[config.mk]
export PLATFORM = sky130hd
export DESIGN_NAME = radio_modem_link_control
export DESIGN_NICKNAME = d
export VERILOG_FILES = /design/src/modem_pkg.sv /design/src/byte_fifo.sv /design/src/radio_modem_link_control.sv
export SDC_FILE = /design/constraint.sdc
export NUM_CORES = 1
export LEC_CHECK = 0
export ABC_AREA = 1
export BUFFER_PORTS_ARGS = -buffer_cell sky130_fd_sc_hd__buf_2
export CORE_UTILIZATION = 30
export CTS_CLUSTER_SIZE = 10
export DETAILED_ROUTE_END_ITERATION = 16
export MAX_ROUTING_LAYER = met4
export PLACE_DENSITY_LB_ADDON = 0.1
export SLEW_MARGIN = 30
export SYNTH_ARGS = -nofsm -noshare
export SYNTH_HDL_FRONTEND = slang
export SYNTH_SLANG_ARGS = --single-unit
[constraint.sdc]
create_clock -name clk -period 5.1 [get_ports clk]
set_clock_uncertainty 0.15 [all_clocks]
set_input_delay 0.255 -clock clk [delete_from_list [all_inputs] [get_ports clk]]
set_output_delay 0.255 -clock clk [all_outputs]
set_load 0.1 [all_outputs]
[src/modem_pkg.sv]
// shared constants and types of the radio modem link control
package modem_pkg;
  localparam int unsigned CLK_HZ = 25000000;
  localparam int unsigned MS_TICK_CYCLES = CLK_HZ / 1000;
  localparam int unsigned HOLD_STEP_MS = 100;
  localparam int unsigned SLEEP_STEP_MS = 10;
  localparam int unsigned AWAKE_MS_WIDE = 10;
  localparam int unsigned AWAKE_MS_NARROW = 13;
  localparam int unsigned BYTE_TIME_NS_NARROW = 1667000;
  localparam int unsigned BYTE_TIME_NS_WIDE = 833000;
  localparam int unsigned CLK_PERIOD_NS = 40;
  localparam int unsigned BYTE_CYC_NARROW = BYTE_TIME_NS_NARROW / CLK_PERIOD_NS;
  localparam int unsigned BYTE_CYC_WIDE = BYTE_TIME_NS_WIDE / CLK_PERIOD_NS;
  localparam logic [7:0] HOLD_FOREVER = 8'hFF;
  localparam logic [7:0] SLEEP_MAX = 8'hF0;
  localparam logic [7:0] NET_CODE_DEFAULT = 8'h01;
  localparam logic [7:0] IDLE_DELAY_DEFAULT_MS = 8'h0A;
  localparam logic [7:0] RSSI_THRESHOLD = 8'h64;
  localparam logic [2:0] CHAN_DEFAULT = 3'h1;
  localparam logic [2:0] BAUD_DEFAULT = 3'h3;
  localparam logic [1:0] PARITY_DEFAULT = 2'h0;
  localparam logic [1:0] POWER_HIGH = 2'h2;
  localparam int unsigned FIFO_WIDTH = 8;
  localparam int unsigned FIFO_DEPTH = 8;
  typedef enum logic [1:0] {PS_AWAKE, PS_SLEEP, PS_HOLD, PS_ACTIVE} pwr_state_t;
  typedef enum logic [1:0] {TX_IDLE, TX_WAIT, TX_LISTEN, TX_SEND} tx_state_t;
endpackage

[src/byte_fifo.sv]
// small synchronous fifo with valid and ready on both sides
module byte_fifo #(
  parameter int unsigned WIDTH = 8,
  parameter int unsigned DEPTH = 8
) (
  input wire logic clk,
  input wire logic rst_n,
  input wire logic ce,
  input wire logic in_valid,
  output logic in_ready,
  input wire logic [WIDTH-1:0] in_data,
  output logic out_valid,
  input wire logic out_ready,
  output logic [WIDTH-1:0] out_data
);
  localparam int unsigned AW = $clog2(DEPTH);
  typedef struct packed {
    logic [AW-1:0] wr;
    logic [AW-1:0] rd;
    logic [AW:0] count;
  } fifo_state_t;
  fifo_state_t st_reg, st_next;
  logic [WIDTH-1:0] mem [DEPTH];
  logic push, pop;

  assign in_ready = (st_reg.count != (AW+1)'(DEPTH));
  assign out_valid = (st_reg.count != '0);
  assign out_data = mem[st_reg.rd];
  assign push = in_valid && in_ready && ce;
  assign pop = out_valid && out_ready && ce;

  always_comb begin
    st_next = st_reg;
    if (push) begin
      st_next.wr = (st_reg.wr == AW'(DEPTH - 1)) ? '0 : st_reg.wr + 1'b1;
    end
    if (pop) begin
      st_next.rd = (st_reg.rd == AW'(DEPTH - 1)) ? '0 : st_reg.rd + 1'b1;
    end
    if (push && !pop) begin
      st_next.count = st_reg.count + 1'b1;
    end else if (pop && !push) begin
      st_next.count = st_reg.count - 1'b1;
    end
  end

  always_ff @(posedge clk or negedge rst_n) begin
    if (!rst_n) begin
      st_reg <= '0;
    end else begin
      st_reg <= st_next;
    end
  end

  // storage has no reset: contents only matter once counted
  always_ff @(posedge clk) begin
    if (push) begin
      mem[st_reg.wr] <= in_data;
    end
  end
endmodule

[src/radio_modem_link_control.sv]
// control logic of the radio modem: power cycle, filter, channel, tx gate
// Behaviour
// - hold-awake interval counts in 100 ms ticks
// - a valid radio packet leaves the sleep cycle and holds awake
// - replies during hold-awake use the short preamble
// - on hold-awake expiry the sleep and wake cycle resumes
// - hold-awake 255 keeps device and serial always active, short preamble
// - a repeater computes its own hold-awake and ignores the setting
// - byte time is 1.667 ms narrow and 0.833 ms wide spacing
// - drop radio messages with a foreign network code; default code 1
// - with no channel enabled, operate on channel 1
// - two or three enabled channels turn on multi-channel agility
// - listen-before-transmit sends only below -100 dBm averaged level
// - broadcast mode forwards every message, ignoring addresses; the network code is still checked
// - broadcast network supports exactly one repeater
// - power choice only in the 869.400-869.650 MHz band, else auto
// - serial port runs without any flow control
// - wait serial idle delay after last byte before sending; default 10 ms
// - serial rate selectable 1200 to 38400 bps, default 9600
// - parity none, even or odd; default none
// - during sleep ignore serial input, wake only on radio
// - awake slot lasts 10 ms wide, 13 ms narrow, not configurable
// - sleep interval 1 to 240 in 10 ms steps; 0 means always active
module radio_modem_link_control
  import modem_pkg::*;
(
  input wire logic clk,
  input wire logic rst_n,
  input wire logic ce,
  input wire logic narrow_spacing,
  input wire logic [7:0] hold_awake_interval,
  input wire logic [7:0] sleep_interval,
  input wire logic is_repeater,
  input wire logic [7:0] repeater_hold,
  input wire logic [7:0] net_code,
  input wire logic broadcast_mode,
  input wire logic [7:0] own_address,
  input wire logic [2:0] channel_enable,
  input wire logic listen_before_transmit,
  input wire logic [7:0] avg_level_neg_dbm,
  input wire logic power_band_selectable,
  input wire logic [1:0] power_choice,
  input wire logic [1:0] power_auto,
  input wire logic [7:0] serial_idle_delay,
  input wire logic [2:0] baud_select,
  input wire logic [1:0] parity_select,
  input wire logic rx_pkt_valid,
  input wire logic [7:0] rx_pkt_net_code,
  input wire logic [7:0] rx_pkt_target,
  input wire logic ser_in_valid,
  input wire logic [7:0] ser_in_data,
  output logic ser_in_ready,
  output logic radio_tx_valid,
  input wire logic radio_tx_ready,
  output logic [7:0] radio_tx_data,
  output logic radio_tx_start,
  output logic long_preamble,
  output logic rx_deliver,
  output logic rx_enabled,
  output logic serial_enabled,
  output logic [2:0] active_channels,
  output logic multi_channel_agility,
  output logic [1:0] power_level,
  output logic [2:0] baud_code,
  output logic [1:0] parity_code,
  output logic flow_control_en,
  output logic [21:0] byte_time_cycles
);
  // ----------------------------------------------------------------
  // state
  // ----------------------------------------------------------------
  typedef struct packed {
    logic [14:0] ms_div;
    logic ms_tick;
    pwr_state_t pwr;
    logic [14:0] pwr_ms;
    tx_state_t tx;
    logic [7:0] idle_ms;
    logic tx_start;
    logic deliver;
    logic long_pre;
    logic [2:0] chans;
    logic agility;
    logic [1:0] power;
  } ctl_state_t;
  ctl_state_t st_reg, st_next;

  localparam logic [14:0] MS_LAST = 15'(MS_TICK_CYCLES - 1);
  localparam logic [21:0] BYTE_NARROW = 22'(BYTE_CYC_NARROW);
  localparam logic [21:0] BYTE_WIDE = 22'(BYTE_CYC_WIDE);

  // serial pin synchroniser
  logic [1:0] ser_v_sync;
  logic [7:0] ser_d_s1, ser_d_s2;
  logic pkt_ok;
  logic fifo_in_valid, fifo_out_valid, fifo_out_ready;
  logic [7:0] fifo_out_data;
  logic [7:0] hold_eff;
  logic always_on;
  logic ser_accept;

  // ----------------------------------------------------------------
  // helpers
  // ----------------------------------------------------------------
  function automatic logic [1:0] count_bits(input logic [2:0] v);
    count_bits = 2'(v[0]) + 2'(v[1]) + 2'(v[2]);
  endfunction

  // a held interval of 254 x 100 ms needs the full 15 bits
  function automatic logic [14:0] ms_of(input logic [7:0] n,
                                        input logic [7:0] step);
    ms_of = 15'(n) * 15'(step);
  endfunction

  always_ff @(posedge clk or negedge rst_n) begin
    if (!rst_n) begin
      ser_v_sync <= '0;
      ser_d_s1 <= '0;
      ser_d_s2 <= '0;
    end else if (ce) begin
      ser_v_sync <= {ser_v_sync[0], ser_in_valid};
      ser_d_s1 <= ser_in_data;
      ser_d_s2 <= ser_d_s1;
    end
  end

  // repeater timing replaces the user hold value
  assign hold_eff = is_repeater ? repeater_hold : hold_awake_interval;
  assign always_on = (sleep_interval == 8'h00) ||
                     (hold_eff == HOLD_FOREVER);
  assign pkt_ok = rx_pkt_valid && rx_enabled &&
                  (rx_pkt_net_code == net_code) &&
                  (broadcast_mode || rx_pkt_target == own_address);
  // no flow control: a byte arriving with the buffer full is dropped
  assign serial_enabled = (st_reg.pwr != PS_SLEEP);
  assign ser_accept = ser_v_sync[1] && serial_enabled;
  assign fifo_in_valid = ser_accept;
  assign ser_in_ready = serial_enabled;
  assign flow_control_en = 1'b0;
  assign rx_enabled = 1'b1; // radio stays listening to wake from sleep
  assign fifo_out_ready = (st_reg.tx == TX_SEND) && radio_tx_ready;
  assign radio_tx_valid = (st_reg.tx == TX_SEND) && fifo_out_valid;
  assign radio_tx_data = fifo_out_data;
  assign radio_tx_start = st_reg.tx_start;
  assign long_preamble = st_reg.long_pre;
  assign rx_deliver = st_reg.deliver;
  assign active_channels = st_reg.chans;
  assign multi_channel_agility = st_reg.agility;
  assign power_level = st_reg.power;
  assign baud_code = baud_select;
  assign parity_code = parity_select;
  assign byte_time_cycles = narrow_spacing ? BYTE_NARROW : BYTE_WIDE;

  byte_fifo #(
    .WIDTH(FIFO_WIDTH),
    .DEPTH(FIFO_DEPTH)
  ) u_fifo (
    .clk(clk),
    .rst_n(rst_n),
    .ce(ce),
    .in_valid(fifo_in_valid),
    .in_ready(),
    .in_data(ser_d_s2),
    .out_valid(fifo_out_valid),
    .out_ready(fifo_out_ready),
    .out_data(fifo_out_data)
  );

  // ----------------------------------------------------------------
  // next state
  // ----------------------------------------------------------------
  always_comb begin
    st_next = st_reg;
    st_next.tx_start = 1'b0;
    st_next.deliver = pkt_ok;
    // common millisecond tick
    st_next.ms_tick = 1'b0;
    if (st_reg.ms_div == MS_LAST) begin
      st_next.ms_div = '0;
      st_next.ms_tick = 1'b1;
    end else begin
      st_next.ms_div = st_reg.ms_div + 1'b1;
    end

    if (channel_enable == 3'h0) begin
      st_next.chans = CHAN_DEFAULT;
    end else begin
      st_next.chans = channel_enable;
    end
    st_next.agility = (count_bits(channel_enable) >= 2'd2);
    st_next.power = power_band_selectable ? power_choice
                                          : power_auto;

    // power saving cycle
    case (st_reg.pwr)
      PS_AWAKE: begin
        if (always_on) begin
          st_next.pwr = PS_ACTIVE;
        end else if (pkt_ok) begin
          st_next.pwr = PS_HOLD;
          st_next.pwr_ms = ms_of(hold_eff, 8'(HOLD_STEP_MS));
        end else if (st_reg.ms_tick) begin
          if (st_reg.pwr_ms <= 15'h0001) begin
            st_next.pwr = PS_SLEEP;
            st_next.pwr_ms = ms_of(sleep_interval, 8'(SLEEP_STEP_MS));
          end else begin
            st_next.pwr_ms = st_reg.pwr_ms - 1'b1;
          end
        end
      end
      PS_SLEEP: begin
        if (always_on) begin
          st_next.pwr = PS_ACTIVE;
        end else if (pkt_ok) begin
          st_next.pwr = PS_HOLD;
          st_next.pwr_ms = ms_of(hold_eff, 8'(HOLD_STEP_MS));
        end else if (st_reg.ms_tick) begin
          if (st_reg.pwr_ms <= 15'h0001) begin
            st_next.pwr = PS_AWAKE;
            st_next.pwr_ms = narrow_spacing ? 15'(AWAKE_MS_NARROW)
                                            : 15'(AWAKE_MS_WIDE);
          end else begin
            st_next.pwr_ms = st_reg.pwr_ms - 1'b1;
          end
        end
      end
      PS_HOLD: begin
        if (always_on) begin
          st_next.pwr = PS_ACTIVE;
        end else if (pkt_ok) begin
          st_next.pwr_ms = ms_of(hold_eff, 8'(HOLD_STEP_MS));
        end else if (st_reg.ms_tick) begin
          if (st_reg.pwr_ms <= 15'h0001) begin
            st_next.pwr = PS_AWAKE;
            st_next.pwr_ms = narrow_spacing ? 15'(AWAKE_MS_NARROW)
                                            : 15'(AWAKE_MS_WIDE);
          end else begin
            st_next.pwr_ms = st_reg.pwr_ms - 1'b1;
          end
        end
      end
      default: begin
        if (!always_on) begin
          st_next.pwr = PS_AWAKE;
          st_next.pwr_ms = narrow_spacing ? 15'(AWAKE_MS_NARROW)
                                          : 15'(AWAKE_MS_WIDE);
        end
      end
    endcase

    // transmit path: idle delay, then listen gate, then drain
    if (ser_accept) begin
      st_next.idle_ms = serial_idle_delay;
    end
    case (st_reg.tx)
      TX_IDLE: begin
        if (ser_accept) begin
          st_next.tx = TX_WAIT;
        end
      end
      TX_WAIT: begin
        if (!ser_accept && st_reg.ms_tick) begin
          if (st_reg.idle_ms <= 8'h01) begin
            st_next.tx = TX_LISTEN;
          end else begin
            st_next.idle_ms = st_reg.idle_ms - 1'b1;
          end
        end
      end
      TX_LISTEN: begin
        // level is in -dBm, so a larger figure means a quieter channel
        if (!listen_before_transmit ||
            avg_level_neg_dbm > RSSI_THRESHOLD) begin
          st_next.tx = TX_SEND;
          st_next.tx_start = 1'b1;
          // short preamble while held awake or when never sleeping
          st_next.long_pre = (st_reg.pwr != PS_HOLD) &&
                             (sleep_interval != 8'h00) &&
                             (hold_eff != HOLD_FOREVER);
        end
      end
      default: begin
        if (!fifo_out_valid && !ser_accept) begin
          st_next.tx = TX_IDLE;
        end
      end
    endcase
  end

  // ----------------------------------------------------------------
  // registers
  // ----------------------------------------------------------------
  always_ff @(posedge clk or negedge rst_n) begin
    if (!rst_n) begin
      st_reg <= '{ms_div: '0, ms_tick: 1'b0, pwr: PS_ACTIVE,
                  pwr_ms: '0, tx: TX_IDLE, idle_ms: IDLE_DELAY_DEFAULT_MS,
                  tx_start: 1'b0, deliver: 1'b0, long_pre: 1'b0,
                  chans: CHAN_DEFAULT, agility: 1'b0, power: POWER_HIGH};
    end else if (ce) begin
      st_reg <= st_next;
    end
  end
endmodule

==> flow_metrics.tcl <==
set metrics [dict create \
    run_status "complete, no violations" \
    postRouteAntennaNets 0 \
    input_output_buffers 126 \
    layout.cells.most_common_list "nand2_1, nor2_1, buf_2, inv_1, o21ai_0" \
    hold_viol 0 \
    timing.fmax_mhz 294 \
    synth_enable_flop_cells 64 \
    timing.critical_path.fanout_max 35 \
    grt-ovfl-total 0 \
    cts_root_buffer "clkbuf_16" \
    finalSetupTns_ps 0 \
    min-delay-path-class "in2reg" \
    detailedRoute.firstIterationViolations 368 \
    synth_flop_cell "dfrtp_1" \
    fraction_of_layout_instances_using_a_drive_strength_above_1_pct 15.5 \
    cp-end-kind "output pin" \
    via_count_of_the_first_global_routing_pass 7498 \
    final_cells 1672 \
    synth_seq_area_share_pct 42.5 \
    hp-start "serial_idle_delay[1]" \
    multi_input_logic_area_um2 4510 \
    min_period_ps 3400 \
    min_path_cells 3 \
    critical_path.n_buffers_inverters 3 \
    layout.cells.most_common "nand2_1" \
    leakagePower_nw 5.17 \
    cts-buffers-inserted 17 \
    worst_skew_pair.late_latency_ps 420 \
    rsz0062_at_grt "no" \
    final.period_utilization_pct 66.7 \
    design.portCount 152 \
    p_per_area_nw_per_um2 505 \
    register_area_um2 3930 \
    dieWidth_um 178 \
    area_growth_syn_to_fin_pct 17.0 \
    path_clk_slew_ps 60 \
    worst_r2r_startpoint "st_reg[35]" \
    synth_simple_gate_area_share_pct 26.4 \
    final_max_slew_viol_count 0 \
    fin_util_pct 36.1 \
    initial_core_util_pct 30.9 \
    whs_endpoint "st_reg[10]" \
    nFillCells 3188 \
    slowest_delay_ps 800 \
    routedWlPerCell_um 14.1 \
    timing.critical_path.from_type "flop" \
    synth_compound_area_share_pct 9.25 \
    design.die.area_um2 31500 \
    critical_path.slowest_cell "clkinv_1" \
    reg2reg_setup_slack_ps 1900 \
    yosys.area.top_type_share_pct 20.8 \
    grt_antenna_before_repair 0 \
    hpwl_um 16800 \
    synthCells 1156 \
    final-setup-viol-count 0 \
    global_route_wire_length_before_repair_um 38400 \
    vias_per_cell 4.64 \
    synth_top_family_by_area "simple AND/OR/NAND/NOR gates" \
    synth_async_sr_flop_share_pct 55.6 \
    yosysWarningCount 0 \
    design.final.nets 1431 \
    numClockSinks 144 \
    critical_path_class "reg2out" \
    routabilityCongestion 0.834 \
    worst_path_dominant_cell_family "buffers and inverters" \
    maxCapViolations 0 \
    p_total_mw 5.47 \
    cts_repair_resize_count 0 \
    critical_path_required_time_ps 4700 \
    yosys.area.top_type "edfxtp_1" \
    crit_arrival_ps 2990 \
    worst_r2r_path_depth 13 \
    grt_usage_pct 16.0 \
    insertedDiodeCount 0 \
    dp_worst_setup_slack_ps 1520 \
    post-place-cells 1621 \
    cts_buffer_depth 2 \
    maximum_number_of_pins_on_one_net_before_global_route_repair 52 \
    cts_max_level 4 \
    postSynthAreaPerCell_um2 8.00 \
    drt-total-wl_um 23500 \
    ir_drop_mv 0.226 \
    cp_cell_instances "buf_4 -> clkinv_1 -> o21ai_0 -> o22ai_1 -> nor2_1 -> a31oi_1 -> buf_2" \
    floorplan.die.height_um 178 \
    drt_drc_violations_left 0 \
    placement_rows 63 \
    largest_register_ffs 64 \
    tritoncts "done" \
    timing_worst_slew_pin_value_ps 893 \
    synth.mux.area_fraction_pct 0.473 \
    synth_adder_area_share_pct 8.38 \
    synth.ff_latch_count 144 \
    drt-pass1-iter-count 5 \
    timing.max_slew.rel_slack_pct 40.3 \
    ys_top_cells_by_area "edfxtp_1, dfrtp_1, nand2_1" \
    reg2reg_to "u_fifo.st_reg[3]" \
    synth.lib_cells_used.distinct 54 \
    netlist_area_um2 9250 \
    synth_xor_area_share_pct 3.69 \
    coreArea_um2 30000 \
    postLayoutSetupSlackWorst_ps 1700 \
    detailroute.via_count 7762 \
]
-- power breakdown --
part | internal (mW) | total (mW) | switching [mW] | leakage (nW)
Sequential | 1.44 | 1.64 | 0.203 | 1.55
Clock | 0.738 | 1.28 | 0.539 | 0.291
Combinational | 0.715 | 2.55 | 1.84 | 3.33
-- what timing repair did --
item | in CTS | in global routing
endpoints found under the hold margin | 47 | 0
hold buffers | 19 | 0
buffers inserted | 0 | 0
-- final cells by class --
type	count	area share [%]
clock buffers	17	3.93
clock inverters	15	1.58
inverters	116	4.07
multi-input cells	841	41.7
flip-flops and latches	144	36.3
well taps	390	4.51
repair buffers	149	7.88
-- cell usage after synthesis (all sizes together) (3+ instances only) --
cell type  instances
a21oi             27
a31oi             11
and3               3
buf               48
clkbuf            20
clkinv             4
dfrtp             74
dfstp              6
edfxtp            64
fa                 5
ha                54
inv              112
mux2               3
nand2            290
nand3             73
nand3b             5
nand4             18
nor2             159
nor3              12
nor4               5
o211ai             8
o21ai             90
o22ai              9
or2                4
xnor2             21
xor2              18
-- per-layer routing --
metal | global-route usage [%] | wire length (µm) | vias up
met4 | 3.35 | 186 | 0
met1 | 20.3 | 11300 | 3628
met2 | 26.8 | 11400 | 136
met3 | 2.76 | 683 | 11
li1 | - | - | 3987
met5 | - | 0 | -
-- worst max path at each step --
stage / from / endpoint / slack [ps] / depth (start not counted)
after global placement: is_repeater / st_reg[32] / 1560 / 18
final: u_fifo.st_reg[4] / radio_tx_data[1] / 1700 / 7
after detailed placement: is_repeater / st_reg[32] / 1520 / 18
after floorplan: is_repeater / st_reg[32] / 1730 / 18
after CTS: u_fifo.st_reg[4] / radio_tx_data[1] / 1690 / 7
after global routing: u_fifo.st_reg[4] / radio_tx_data[7] / 1400 / 7
-- worst min-delay path, delay by kind of cell --
kind	cells	cell delay [ps]
AND/OR/NAND/NOR	1	160
buffers and inverters	1	100
AO/OA/AOI/OAI	1	70
-- metrics by stage --
stage	area (µm²)	hold slack (ps)
CTS	10800	3.48
global placement	10000	89.4
detailed placement	10000	94.6
global route	10800	43.5
finish	10800	25.8
floorplan	9300	-191
-- logic make-up (layout without fill, tap and decap cells) --
logic type	after synthesis	count (layout)
AOI/OAI and AO/OA	154	154
buffers and inverters	184	297
adders and majority gates	59	59
DFF	144	144
and+or+nand+nor	570	570
muxes	4	4
other	2	15
xor gates and xnor gates	39	39
Power figures use the tool's default switching activity.
